## config.mk

```make
export PLATFORM = sky130hd
export DESIGN_NAME = vdr_ctrl
export DESIGN_NICKNAME = d
export VERILOG_FILES = /design/src/verilog/vdr_pkg.sv /design/src/verilog/vdr_ctrl.sv
export SDC_FILE = /design/constraint.sdc
export NUM_CORES = 1
export LEC_CHECK = 0
export BUFFER_PORTS_ARGS = -buffer_cell sky130_fd_sc_hd__clkbuf_2
export CAP_MARGIN = 20
export CORE_ASPECT_RATIO = 1.1
export CORE_UTILIZATION = 30
export DETAILED_ROUTE_END_ITERATION = 8
export PLACE_DENSITY_LB_ADDON = 0.05
export SKIP_LAST_GASP = 1
export SLEW_MARGIN = 30
export SYNTH_ARGS = -nofsm -noshare
export SYNTH_HDL_FRONTEND = slang
export SYNTH_SLANG_ARGS = --single-unit
```

## constraint.sdc

```tcl
create_clock -name clk -period 2.85 [get_ports clk]
set_input_delay 0.285 -clock clk [delete_from_list [all_inputs] [get_ports clk]]
set_output_delay 0.285 -clock clk [all_outputs]
set_load 0.03 [all_outputs]
```

## src/verilog/vdr_pkg.sv

```systemverilog
// Package for the bus slave dynamic RAM board controller.
// Assumes a 250 MHz core clock and pins already at logic levels.
package vdr_pkg;

  // Clock and refresh timing
  localparam int unsigned CLK_MHZ         = 250;
  localparam int unsigned REF_OSC_KHZ     = 64;
  localparam int unsigned REF_TICK_CYC    = (CLK_MHZ * 1000) / REF_OSC_KHZ;
  localparam int unsigned REF_PERIOD_US   = 15;
  localparam int unsigned REF_CYC         = REF_PERIOD_US * CLK_MHZ;
  localparam logic [7:0]  REF_BUSY_CYC    = 8'h10;
  localparam logic [7:0]  MEM_ACCESS_CYC  = 8'h0c;

  // Array geometry
  localparam int unsigned DATA_W          = 16;
  localparam int unsigned ROW_W           = 18;
  localparam int unsigned MUX_W           = 9;
  localparam int unsigned NUM_ROWS        = 4;
  localparam logic [1:0]  REF_TICK_RST    = 2'h0;

  // Parity mode option
  typedef enum logic [1:0] {
    VDR_PAR_OFF   = 2'b00,
    VDR_PAR_ON    = 2'b01,
    VDR_PAR_FORCE = 2'b10
  } vdr_par_mode_e;

  // Parity byte option
  typedef enum logic [1:0] {
    VDR_PB_LOW  = 2'b01,
    VDR_PB_HIGH = 2'b10,
    VDR_PB_BOTH = 2'b11
  } vdr_par_byte_e;

  // Board configuration straps
  typedef struct packed {
    logic [4:0]    base_addr;
    logic          big_dev;
    logic          ilv_en;
    logic          ilv_odd;
    vdr_par_mode_e par_mode;
    vdr_par_byte_e par_byte;
  } vdr_cfg_s;

  // Bus request signals after synchronisation
  typedef struct packed {
    logic [23:1] addr;
    logic [5:0]  am;
    logic        iack_n;
    logic        lword_n;
    logic        write_n;
    logic [1:0]  ds_n;
    logic        as_n;
  } vdr_bus_s;

  // Memory array strobes
  typedef struct packed {
    logic [NUM_ROWS-1:0] ras_n;
    logic [1:0]          cas_n;
    logic                we_n;
    logic [MUX_W-1:0]    maddr;
  } vdr_dram_s;

endpackage : vdr_pkg

```

## src/verilog/vdr_ctrl.sv

```systemverilog
// Controller: decode, arbitration, refresh, parity and acknowledge.
// Assumes bus inputs come from another domain; the array answers
// read data within MEM_ACCESS_CYC cycles of its column strobe.
`timescale 1ns/1ps

module vdr_ctrl (
  // Clock and reset
  input  wire logic                       clk,
  input  wire logic                       rst_n,
  // Configuration straps
  input  wire vdr_pkg::vdr_cfg_s          cfg,
  input  wire logic [63:0]                am_allow,
  // Bus side
  input  wire vdr_pkg::vdr_bus_s          bus_in,
  input  wire logic [15:0]                bus_wdata,
  output logic [15:0]                     bus_rdata,
  output logic                            bus_rdata_oe,
  output logic                            dtack_n,
  output logic                            berr_n,
  // Memory array
  output vdr_pkg::vdr_dram_s              dram,
  output logic [vdr_pkg::ROW_W-1:0]       mem_wdata,
  input  wire logic [vdr_pkg::ROW_W-1:0]  mem_rdata,
  // Indicators
  output logic                            busy_led,
  output logic                            par_err_led
);

  typedef enum logic [2:0] {
    VDR_IDLE  = 3'b000,
    VDR_REF   = 3'b001,
    VDR_ROW   = 3'b010,
    VDR_COL   = 3'b011,
    VDR_DONE  = 3'b100,
    VDR_HOLD  = 3'b101
  } vdr_state_e;

  // Two-flop synchronisers for all bus pins
  localparam int unsigned BUS_W = $bits(vdr_pkg::vdr_bus_s) + vdr_pkg::DATA_W;
  logic [BUS_W-1:0] sync1_q;
  logic [BUS_W-1:0] sync2_q;

  always_ff @(posedge clk or negedge rst_n) begin
    if (!rst_n) begin
      sync1_q <= '1;
      sync2_q <= '1;
    end else begin
      sync1_q <= {bus_in, bus_wdata};
      sync2_q <= sync1_q;
    end
  end

  vdr_pkg::vdr_bus_s bs;
  logic [15:0]       wd_s;
  assign bs   = vdr_pkg::vdr_bus_s'(sync2_q[BUS_W-1:vdr_pkg::DATA_W]);
  assign wd_s = sync2_q[vdr_pkg::DATA_W-1:0];

  // Address decode
  wire        strobe_act = !bs.as_n && (bs.ds_n != 2'b11);
  wire [6:0]  am_idx     = {bs.iack_n, bs.am};
  wire        local_sel  = am_allow[am_idx[5:0]] && bs.iack_n && bs.lword_n;
  // Base match over A19-A23; 512K board gives one of 32 slots
  wire        base_hit   = (bs.addr[23:19] == cfg.base_addr);
  wire        word_hit   = !cfg.ilv_en || (bs.addr[1] == cfg.ilv_odd);
  wire        addr_sel   = base_hit && word_hit;
  wire        board_sel  = local_sel && addr_sel && strobe_act;

  // Latched request
  logic [23:1] addr_q;
  logic [15:0] wdata_q;
  logic        wr_q;
  logic [1:0]  ds_q;

  // Row and column split
  wire [1:0] row_idx = cfg.big_dev ? addr_q[21:20] : addr_q[19:18];
  wire [8:0] row_adr = {cfg.big_dev & addr_q[19], addr_q[17:10]};
  wire [8:0] col_adr = {1'b0, addr_q[9:2]};

  // Parity
  wire par_en     = (cfg.par_mode != vdr_pkg::VDR_PAR_OFF);
  wire par_force  = (cfg.par_mode == vdr_pkg::VDR_PAR_FORCE);
  wire gen_lo     = ~^wdata_q[7:0] ^ par_force;
  wire gen_hi     = ~^wdata_q[15:8] ^ par_force;
  wire chk_lo_bad = (^mem_rdata[7:0] ^ mem_rdata[16]) != 1'b1;
  wire chk_hi_bad = (^mem_rdata[15:8] ^ mem_rdata[17]) != 1'b1;
  wire use_lo     = par_en && cfg.par_byte[0] && !ds_q[0];
  wire use_hi     = par_en && cfg.par_byte[1] && !ds_q[1];
  wire rd_bad     = (use_lo && chk_lo_bad) || (use_hi && chk_hi_bad);

  // Refresh tick, free running regardless of bus traffic
  logic [15:0] tick_cnt_q;
  logic        ref_pend_q;
  wire         tick = (tick_cnt_q == 16'(vdr_pkg::REF_TICK_CYC - 1));

  always_ff @(posedge clk or negedge rst_n) begin
    if (!rst_n)
      tick_cnt_q <= '0;
    else
      tick_cnt_q <= tick ? '0 : tick_cnt_q + 16'h0001;
  end

  vdr_state_e  state_q;
  vdr_state_e  state_d;
  logic [7:0]  tmr_q;
  logic        ack_q;
  logic        err_q;
  logic        ref_cnt_rst;

  // Arbiter: refresh wins only when idle; a pending access then waits
  wire tmr_done = (tmr_q == 8'h00);
  wire start_ref = ref_pend_q;
  wire req_new   = board_sel && !ack_q;

  always_comb begin
    state_d = state_q;
    case (state_q)
      VDR_IDLE: begin
        if (start_ref)
          state_d = VDR_REF;
        else if (req_new)
          state_d = VDR_ROW;
      end
      VDR_REF:  if (tmr_done) state_d = VDR_IDLE;
      VDR_ROW:  state_d = VDR_COL;
      VDR_COL:  if (tmr_done) state_d = VDR_DONE;
      VDR_DONE: state_d = VDR_HOLD;
      // A written-ahead master may already be strobing its next cycle here
      VDR_HOLD: if (!strobe_act || !ack_q) state_d = VDR_IDLE;
      default:  state_d = VDR_IDLE;
    endcase
  end

  assign ref_cnt_rst = (state_q == VDR_IDLE) && (state_d == VDR_REF);

  always_ff @(posedge clk or negedge rst_n) begin
    if (!rst_n)
      ref_pend_q <= 1'b0;
    else if (tick)
      ref_pend_q <= 1'b1;
    else if (ref_cnt_rst)
      ref_pend_q <= 1'b0;
  end

  always_ff @(posedge clk or negedge rst_n) begin
    if (!rst_n) begin
      state_q <= VDR_IDLE;
      tmr_q   <= 8'h00;
    end else begin
      state_q <= state_d;
      if (ref_cnt_rst)
        tmr_q <= vdr_pkg::REF_BUSY_CYC;
      else if (state_q == VDR_ROW)
        tmr_q <= vdr_pkg::MEM_ACCESS_CYC;
      else if (!tmr_done)
        tmr_q <= tmr_q - 8'h01;
    end
  end

  // Latch address and data at acceptance so the bus side is freed
  wire take = (state_q == VDR_IDLE) && !start_ref && req_new;

  always_ff @(posedge clk or negedge rst_n) begin
    if (!rst_n) begin
      addr_q  <= '0;
      wdata_q <= '0;
      wr_q    <= 1'b0;
      ds_q    <= 2'b11;
    end else if (take) begin
      addr_q  <= bs.addr;
      wdata_q <= wd_s;
      wr_q    <= !bs.write_n;
      ds_q    <= bs.ds_n;
    end
  end

  // Write acknowledge comes right after latching; array finishes alone
  wire wr_early = (state_q == VDR_ROW) && wr_q;
  wire rd_fin   = (state_q == VDR_DONE) && !wr_q;

  always_ff @(posedge clk or negedge rst_n) begin
    if (!rst_n) begin
      ack_q     <= 1'b0;
      err_q     <= 1'b0;
      bus_rdata <= '0;
    end else if (wr_early) begin
      ack_q <= 1'b1;
    end else if (rd_fin) begin
      ack_q     <= 1'b1;
      err_q     <= rd_bad;
      bus_rdata <= mem_rdata[15:0];
    end else if (!strobe_act) begin
      // Early write ack can be released while the array is still busy
      ack_q <= 1'b0;
      err_q <= 1'b0;
    end
  end

  // Error light stays until a clean checked read
  always_ff @(posedge clk or negedge rst_n) begin
    if (!rst_n)
      par_err_led <= 1'b0;
    else if (rd_fin && rd_bad)
      par_err_led <= 1'b1;
    else if (rd_fin && (use_lo || use_hi))
      par_err_led <= 1'b0;
  end

  assign dtack_n      = !(ack_q && !err_q);
  assign berr_n       = !(ack_q && err_q);
  assign bus_rdata_oe = ack_q && !wr_q && !err_q;
  assign busy_led     = board_sel;

  // Array strobes; refresh is RAS-only to all rows
  wire in_ref = (state_q == VDR_REF);
  wire in_acc = (state_q == VDR_ROW) || (state_q == VDR_COL);
  wire in_col = (state_q == VDR_COL);

  logic [vdr_pkg::NUM_ROWS-1:0] ras_n_c;

  always_comb begin
    ras_n_c = '1;
    if (in_ref)
      ras_n_c = '0;
    else if (in_acc)
      ras_n_c[row_idx] = 1'b0;
  end
  assign dram.ras_n = ras_n_c;
  assign dram.cas_n = in_col ? ds_q : 2'b11;
  assign dram.we_n  = !(in_acc && wr_q);
  assign dram.maddr = in_col ? col_adr : (in_ref ? {1'b0, tick_cnt_q[7:0]} : row_adr);
  assign mem_wdata  = {gen_hi, gen_lo, wdata_q};

endmodule // vdr_ctrl

```

After elaboration in Yosys (flattened, before gate mapping)
Index checks and enable logic that the tools add are counted.
Storage, ports and cells
  register bits after elaboration: 189
  output and inout bits: 55
  word-level logic and storage cells: 125
Operators by class
  eq/ne operators: 14
  order comparisons: 3
  reductions and logical operators: 55
  add/sub/neg operators: 2
  bitwise gates (word level): 9
  multiplexer cells: 28
Operators by type and width (count)
  $logic_and A1 B1 Y1: 26
  $mux W8: 3
  $mux W9: 2
  $pmux W3 S6: 1
  $add A16 B1 Y16 const B: 1
  $eq A16 B12 Y1 const B: 1
  $mux W16: 1
  $reduce_xnor A8 Y1: 2
  $reduce_xor A8 Y1: 2
  $mux W3: 5
  $logic_not A1 Y1: 13
  $mux W1: 10
  $logic_not A8 Y1: 1
  $mux W4: 2
  $sub A8 B1 Y8 const B: 1
  $lt A6 B7 Y1 const B: 1
  $bmux W1 S6: 1
  $eq A3 B1 Y1 const B: 2
  $eq A3 B2 Y1 const B: 2
  $eq A3 B3 Y1 const B: 2
  $reduce_bool A2 Y1: 3
  $eq A5 B5 Y1: 1
  $logic_or A1 B1 Y1: 5
  $mux W2: 2
  15 further kinds: 21

Depth between registers and ports, before layout
  depth after elaboration: 14
  mapped depth: 11
  mapped depth without buffers: 8

Worst setup path after synthesis
Ideal clock, no wire load.
  kind: register to output
  from: register sync2_q[23]
  to: output port busy_led
  required time: 2565 ps
  cell stages (with the launch flop): 11
  setup slack: 251 ps
  buffers on the path: 3
  arrival time: 2314 ps
  path through: dfstp_2 -> buf_6 -> buf_12 -> buf_12 -> mux2i_1 -> a22oi_1 -> nand2_1 -> nor3_1 -> nor3_2 -> nor2b_1 -> a211oi_1
On the way
  longest elaborated chain between the ends: 6
Ends and longest elaborated chain
  from (decl): line vdr_ctrl.sv:41  | logic [BUS_W-1:0] sync2_q;
  from (signal assigned): line vdr_ctrl.sv:49  | sync2_q <= sync1_q;
  $bmux W1 S6: line vdr_ctrl.sv:61  | wire local_sel = am_allow[am_idx[5:0]] && bs.iack_n && bs.lword_n;
  $mux W1 (not written as such): line vdr_ctrl.sv:61
  $logic_and A1 B1 Y1 (2 in series): line vdr_ctrl.sv:61
  $logic_and A1 B1 Y1 (2 in series): line vdr_ctrl.sv:66  | wire board_sel = local_sel && addr_sel && strobe_act;
  to (decl): line vdr_ctrl.sv:25  | output logic busy_led,
Every way passes these cells. The select of a mux whose other input is x is not followed.

Final worst setup path
Same ends and word-level chain as after synthesis.

==> key figures <==
Worst setup path
  • CP arrival: 2.40 ns
  • Crit path capture type: primary output
  • Worst-path maximum fanout: 14
  • FF-to-FF Start: sync2_q[23]$_DFF_PN1_
  • CP required: about 2.6 ns
  • Setup crit start kind: flop
  • R2r endpoint: addr_q[4]$_DFFE_PN0P_
  • Worst Reg-to-Reg Cells: 9
  • Crit Path Class: reg -> out
  • R2R setup slack: 0.35 ns

Timing
  • Rel. slew slack: 0.523
  • Max Slew Vio Count: 0
  • Min cycle time layout: 2.69 ns
  • Final-report hold violation count: 0
  • RSZ-0062 raised after global routing: yes
  • Worst Skew: 0.0203 ns
  • Final setup viols: 0
  • Worst slew pin tran: 0.716 ns
  • Tcrit/Tclk final: 0.943
  • Max Clk Rate: approximately 370 MHz

Final layout
  • Area added between synthesis and finish: 33.9%
  • Final core area utilization: 0.409
  • Fill cell total of the finished layout: about 2,400
  • Fin area: around 10,000 um2
  • Final nets: 958
  • Share of post-route cells with drive strength above 1: 0.507
  • ANT cells: 0

Clock network
  • Worst-Skew Late Latency: 0.43 ns
  • CTS max path bufs: 2
  • Root buf cell: clkbuf_16
  • Clock-pin slew on the worst setup and hold paths: 0.08 ns
  • CTS tree: built
  • H-tree depth: 4
  • CTS buffer count: 17
  • Clock tree sinks: 188

Logic synthesis
  • Post-synthesis cell area: approximately 7700 um2
  • Leading area contributor after synthesis: dfstp_2
  • Synth area leaders: dfstp_2 35%, dfrtp_1 27%, mux2_4 7.4%
  • Seq/Total Area, Yosys: 0.626
  • Yosys cell types: 47
  • Synth warn: 0
  • #FFs+latches synth: 188
  • Synth Flop Type: dfstp_2
  • Cells after synthesis: 541
  • Commonest cells post-synth: 104 x dfstp_2, 84 x dfrtp_1, 43 x mux2i_1, 43 x xnor2_1, 38 x mux2_4
  • Yosys top cell area share: 0.354
  • Post-synth EDFFs: 0
  • Most frequent cell after synthesis: dfstp_2
  • Avg Synthesized Cell Area: around 14 um2
  • Synth Net Count: slightly below 700
  • Fraction of registers with async set/reset: 1.00

Die
  • Io pins: 202
  • Initial core utilization: 0.306
  • Height of the die: between 150 and 200 um
  • Core ar.: 25,300 um2
  • Site row count: 61
  • Die ar.: 26,400 um2
  • Die Wd: about 150 um

Global routing
  • Vias in the first global route: 5,392
  • Total global-route track usage: 0.134
  • Initial antenna violation count: 0
  • GR Overflow Total: 0
  • First-pass GRT wire length: 27,300 um
  • Largest net degree at the start of global routing: between 80 and 90

Worst hold path
  • Worst hold path class: in -> reg
  • Endpoint, Worst Hold: bus_rdata[3]$_DFFE_PN0P_
  • Hold path startpoint: mem_rdata[3]
  • Worst Hold Depth: 2

Power and ir drop
  • NetSw: 1.85 mW
  • Pleak: 4.77 nW
  • Sw frac: 0.289
  • Clock network fraction of total power: 0.360
  • Peak supply drop: 0.000396 V
  • P_int: 4.56 mW
  • PwrDens: 620 nW/um2
  • Combinational share of power: 0.173
  • Sequential Power Share: 0.467

Place
  • DP Wirelength: 12,400 um
  • I/O Buffers: 201
  • Placement Cell Area: roughly 9200 um2
  • Routability cong.: 0.774

Detailed routing
  • Residual DRC: 0
  • Routed length per instance: about 14 um
  • 1st-iter DRT viols: 142
  • Routed vias: 4,982
  • DRT Wirelength: 16,900 um
  • Drt via density: between 4 and 5
  • DRT Pass-1 Iters: 5
  • Detail Route Antenna Nets: 0

Status
  • Status: finished, final reports clean

Flow run
  • Maxcap violations: 0
==> metrics by stage <==
| step | setup TNS, ns | hold WS [ns] | cells | power (mW) | setup slack (ns) |
|---|---|---|---|---|---|
| 2_1_floorplan | 0 | -0.0106 | 541 | 3.70 | 0.251 |
| 3_3_place_gp | 0 | 0.345 | 1079 | 4.09 | 0.310 |
| 3_5_place_dp | 0 | 0.347 | 1079 | 4.10 | 0.211 |
| 4_1_cts | 0 | 0.0884 | 1166 | 6.53 | 0.0427 |
| 5_1_grt | -0.00312 | 0.0998 | 1166 | 6.74 | -0.00312 |
| 6_report | 0 | 0.111 | 1166 | 6.41 | 0.162 |
==> metal layers <==
metal / track usage / share of wire / vias up
met5: 0 / 0 / -
met4: 0.0418 / 0.0094 / 0
met3: 0.0423 / 0.066 / 9
met2: 0.224 / 0.48 / 168
met1: 0.165 / 0.44 / 2402
li1: - / - / 2403
==> cell usage in the layout (no fill, tap or decap), drive strengths merged, types with 5 or more instances in the layout <==
cell	count
dfstp	104
nand3	13
dlygate4sd3	52
nor3	5
a22oi	15
nand2b	14
buf	15
xor2	13
inv	13
dfrtp	84
nor2	20
o21ai	18
mux2	55
nand2	29
nor4	5
clkbuf	218
xnor2	43
a21oi	10
clkinv	7
mux2i	43
==> flip-flops by register name, summed over array words and instances (netlist names), 2 cells and up <==
| register | cells |
|---|---|
| sync1_q | 51 |
| sync2_q | 51 |
| addr_q | 20 |
| bus_rdata | 16 |
| tick_cnt_q | 16 |
| wdata_q | 16 |
| tmr_q | 8 |
| state_q | 3 |
| ds_q | 2 |
==> worst max path at each step <==
stage | endpoint | slack, ns | cells after the start | from
3_3_place_gp | addr_q[13]$_DFFE_PN0P_ | 0.31 | 8 | sync2_q[17]$_DFF_PN1_
5_1_grt | busy_led | -0.003 | 7 | sync2_q[23]$_DFF_PN1_
4_1_cts | busy_led | 0.04 | 9 | sync2_q[23]$_DFF_PN1_
6_report | busy_led | 0.16 | 8 | sync2_q[23]$_DFF_PN1_
3_5_place_dp | addr_q[9]$_DFFE_PN0P_ | 0.21 | 8 | sync2_q[17]$_DFF_PN1_
2_1_floorplan | busy_led | 0.25 | 10 | sync2_q[23]$_DFF_PN1_
==> power by group through the flow <==
stage	clock (mW)	combinational (mW)	sequential, mW
after floorplan	0	0.669	3.03
after global routing	2.50	1.23	3.02
after detailed placement	0	1.06	3.04
after CTS	2.40	1.13	3.00
final	2.31	1.11	2.99
after global placement	0	1.05	3.04
==> worst max-delay path, stage by stage, from the launching register on <==
cell and delay [ns]:
dfstp_2 0.60, bufbuf_16 0.32, mux2i_1 0.08, a22oi_1 0.17, and4b_1 0.23, nor3_2 0.05, nor2b_1 0.13, a211oi_1 0.17
buf_4 0.21
==> what timing repair did <==
item,CTS,global route
setup buffers,2,0
setup endpoints to repair,1,18
hold endpoints to repair,84,0
cloned,1,0
hold buffers,52,0
pin swaps,1,1
gates resized for setup,1,4
==> logic make-up after synthesis <==
| family | Yosys count | synth area share |
|---|---|---|
| buffers and inverters | 27 | 0.0245 |
| adders and majority gates | 4 | 0.00648 |
| and+or+nand+nor | 115 | 0.0809 |
| muxes | 98 | 0.154 |
| DFF | 188 | 0.626 |
| xor gates and xnor gates | 56 | 0.0635 |
| AOI/OAI and AO/OA | 53 | 0.0441 |
==> final cells by class <==
type	count	area (um2)	area share
flip-flops and latches	188	4830	0.468
well taps	346	433	0.0419
multi-input cells	326	2720	0.263
inverters	6	22.5	0.00218
clock inverters	14	148	0.0143
clock buffers	18	439	0.0425
repair buffers	268	1740	0.168
(Power assumes the default switching activity.)
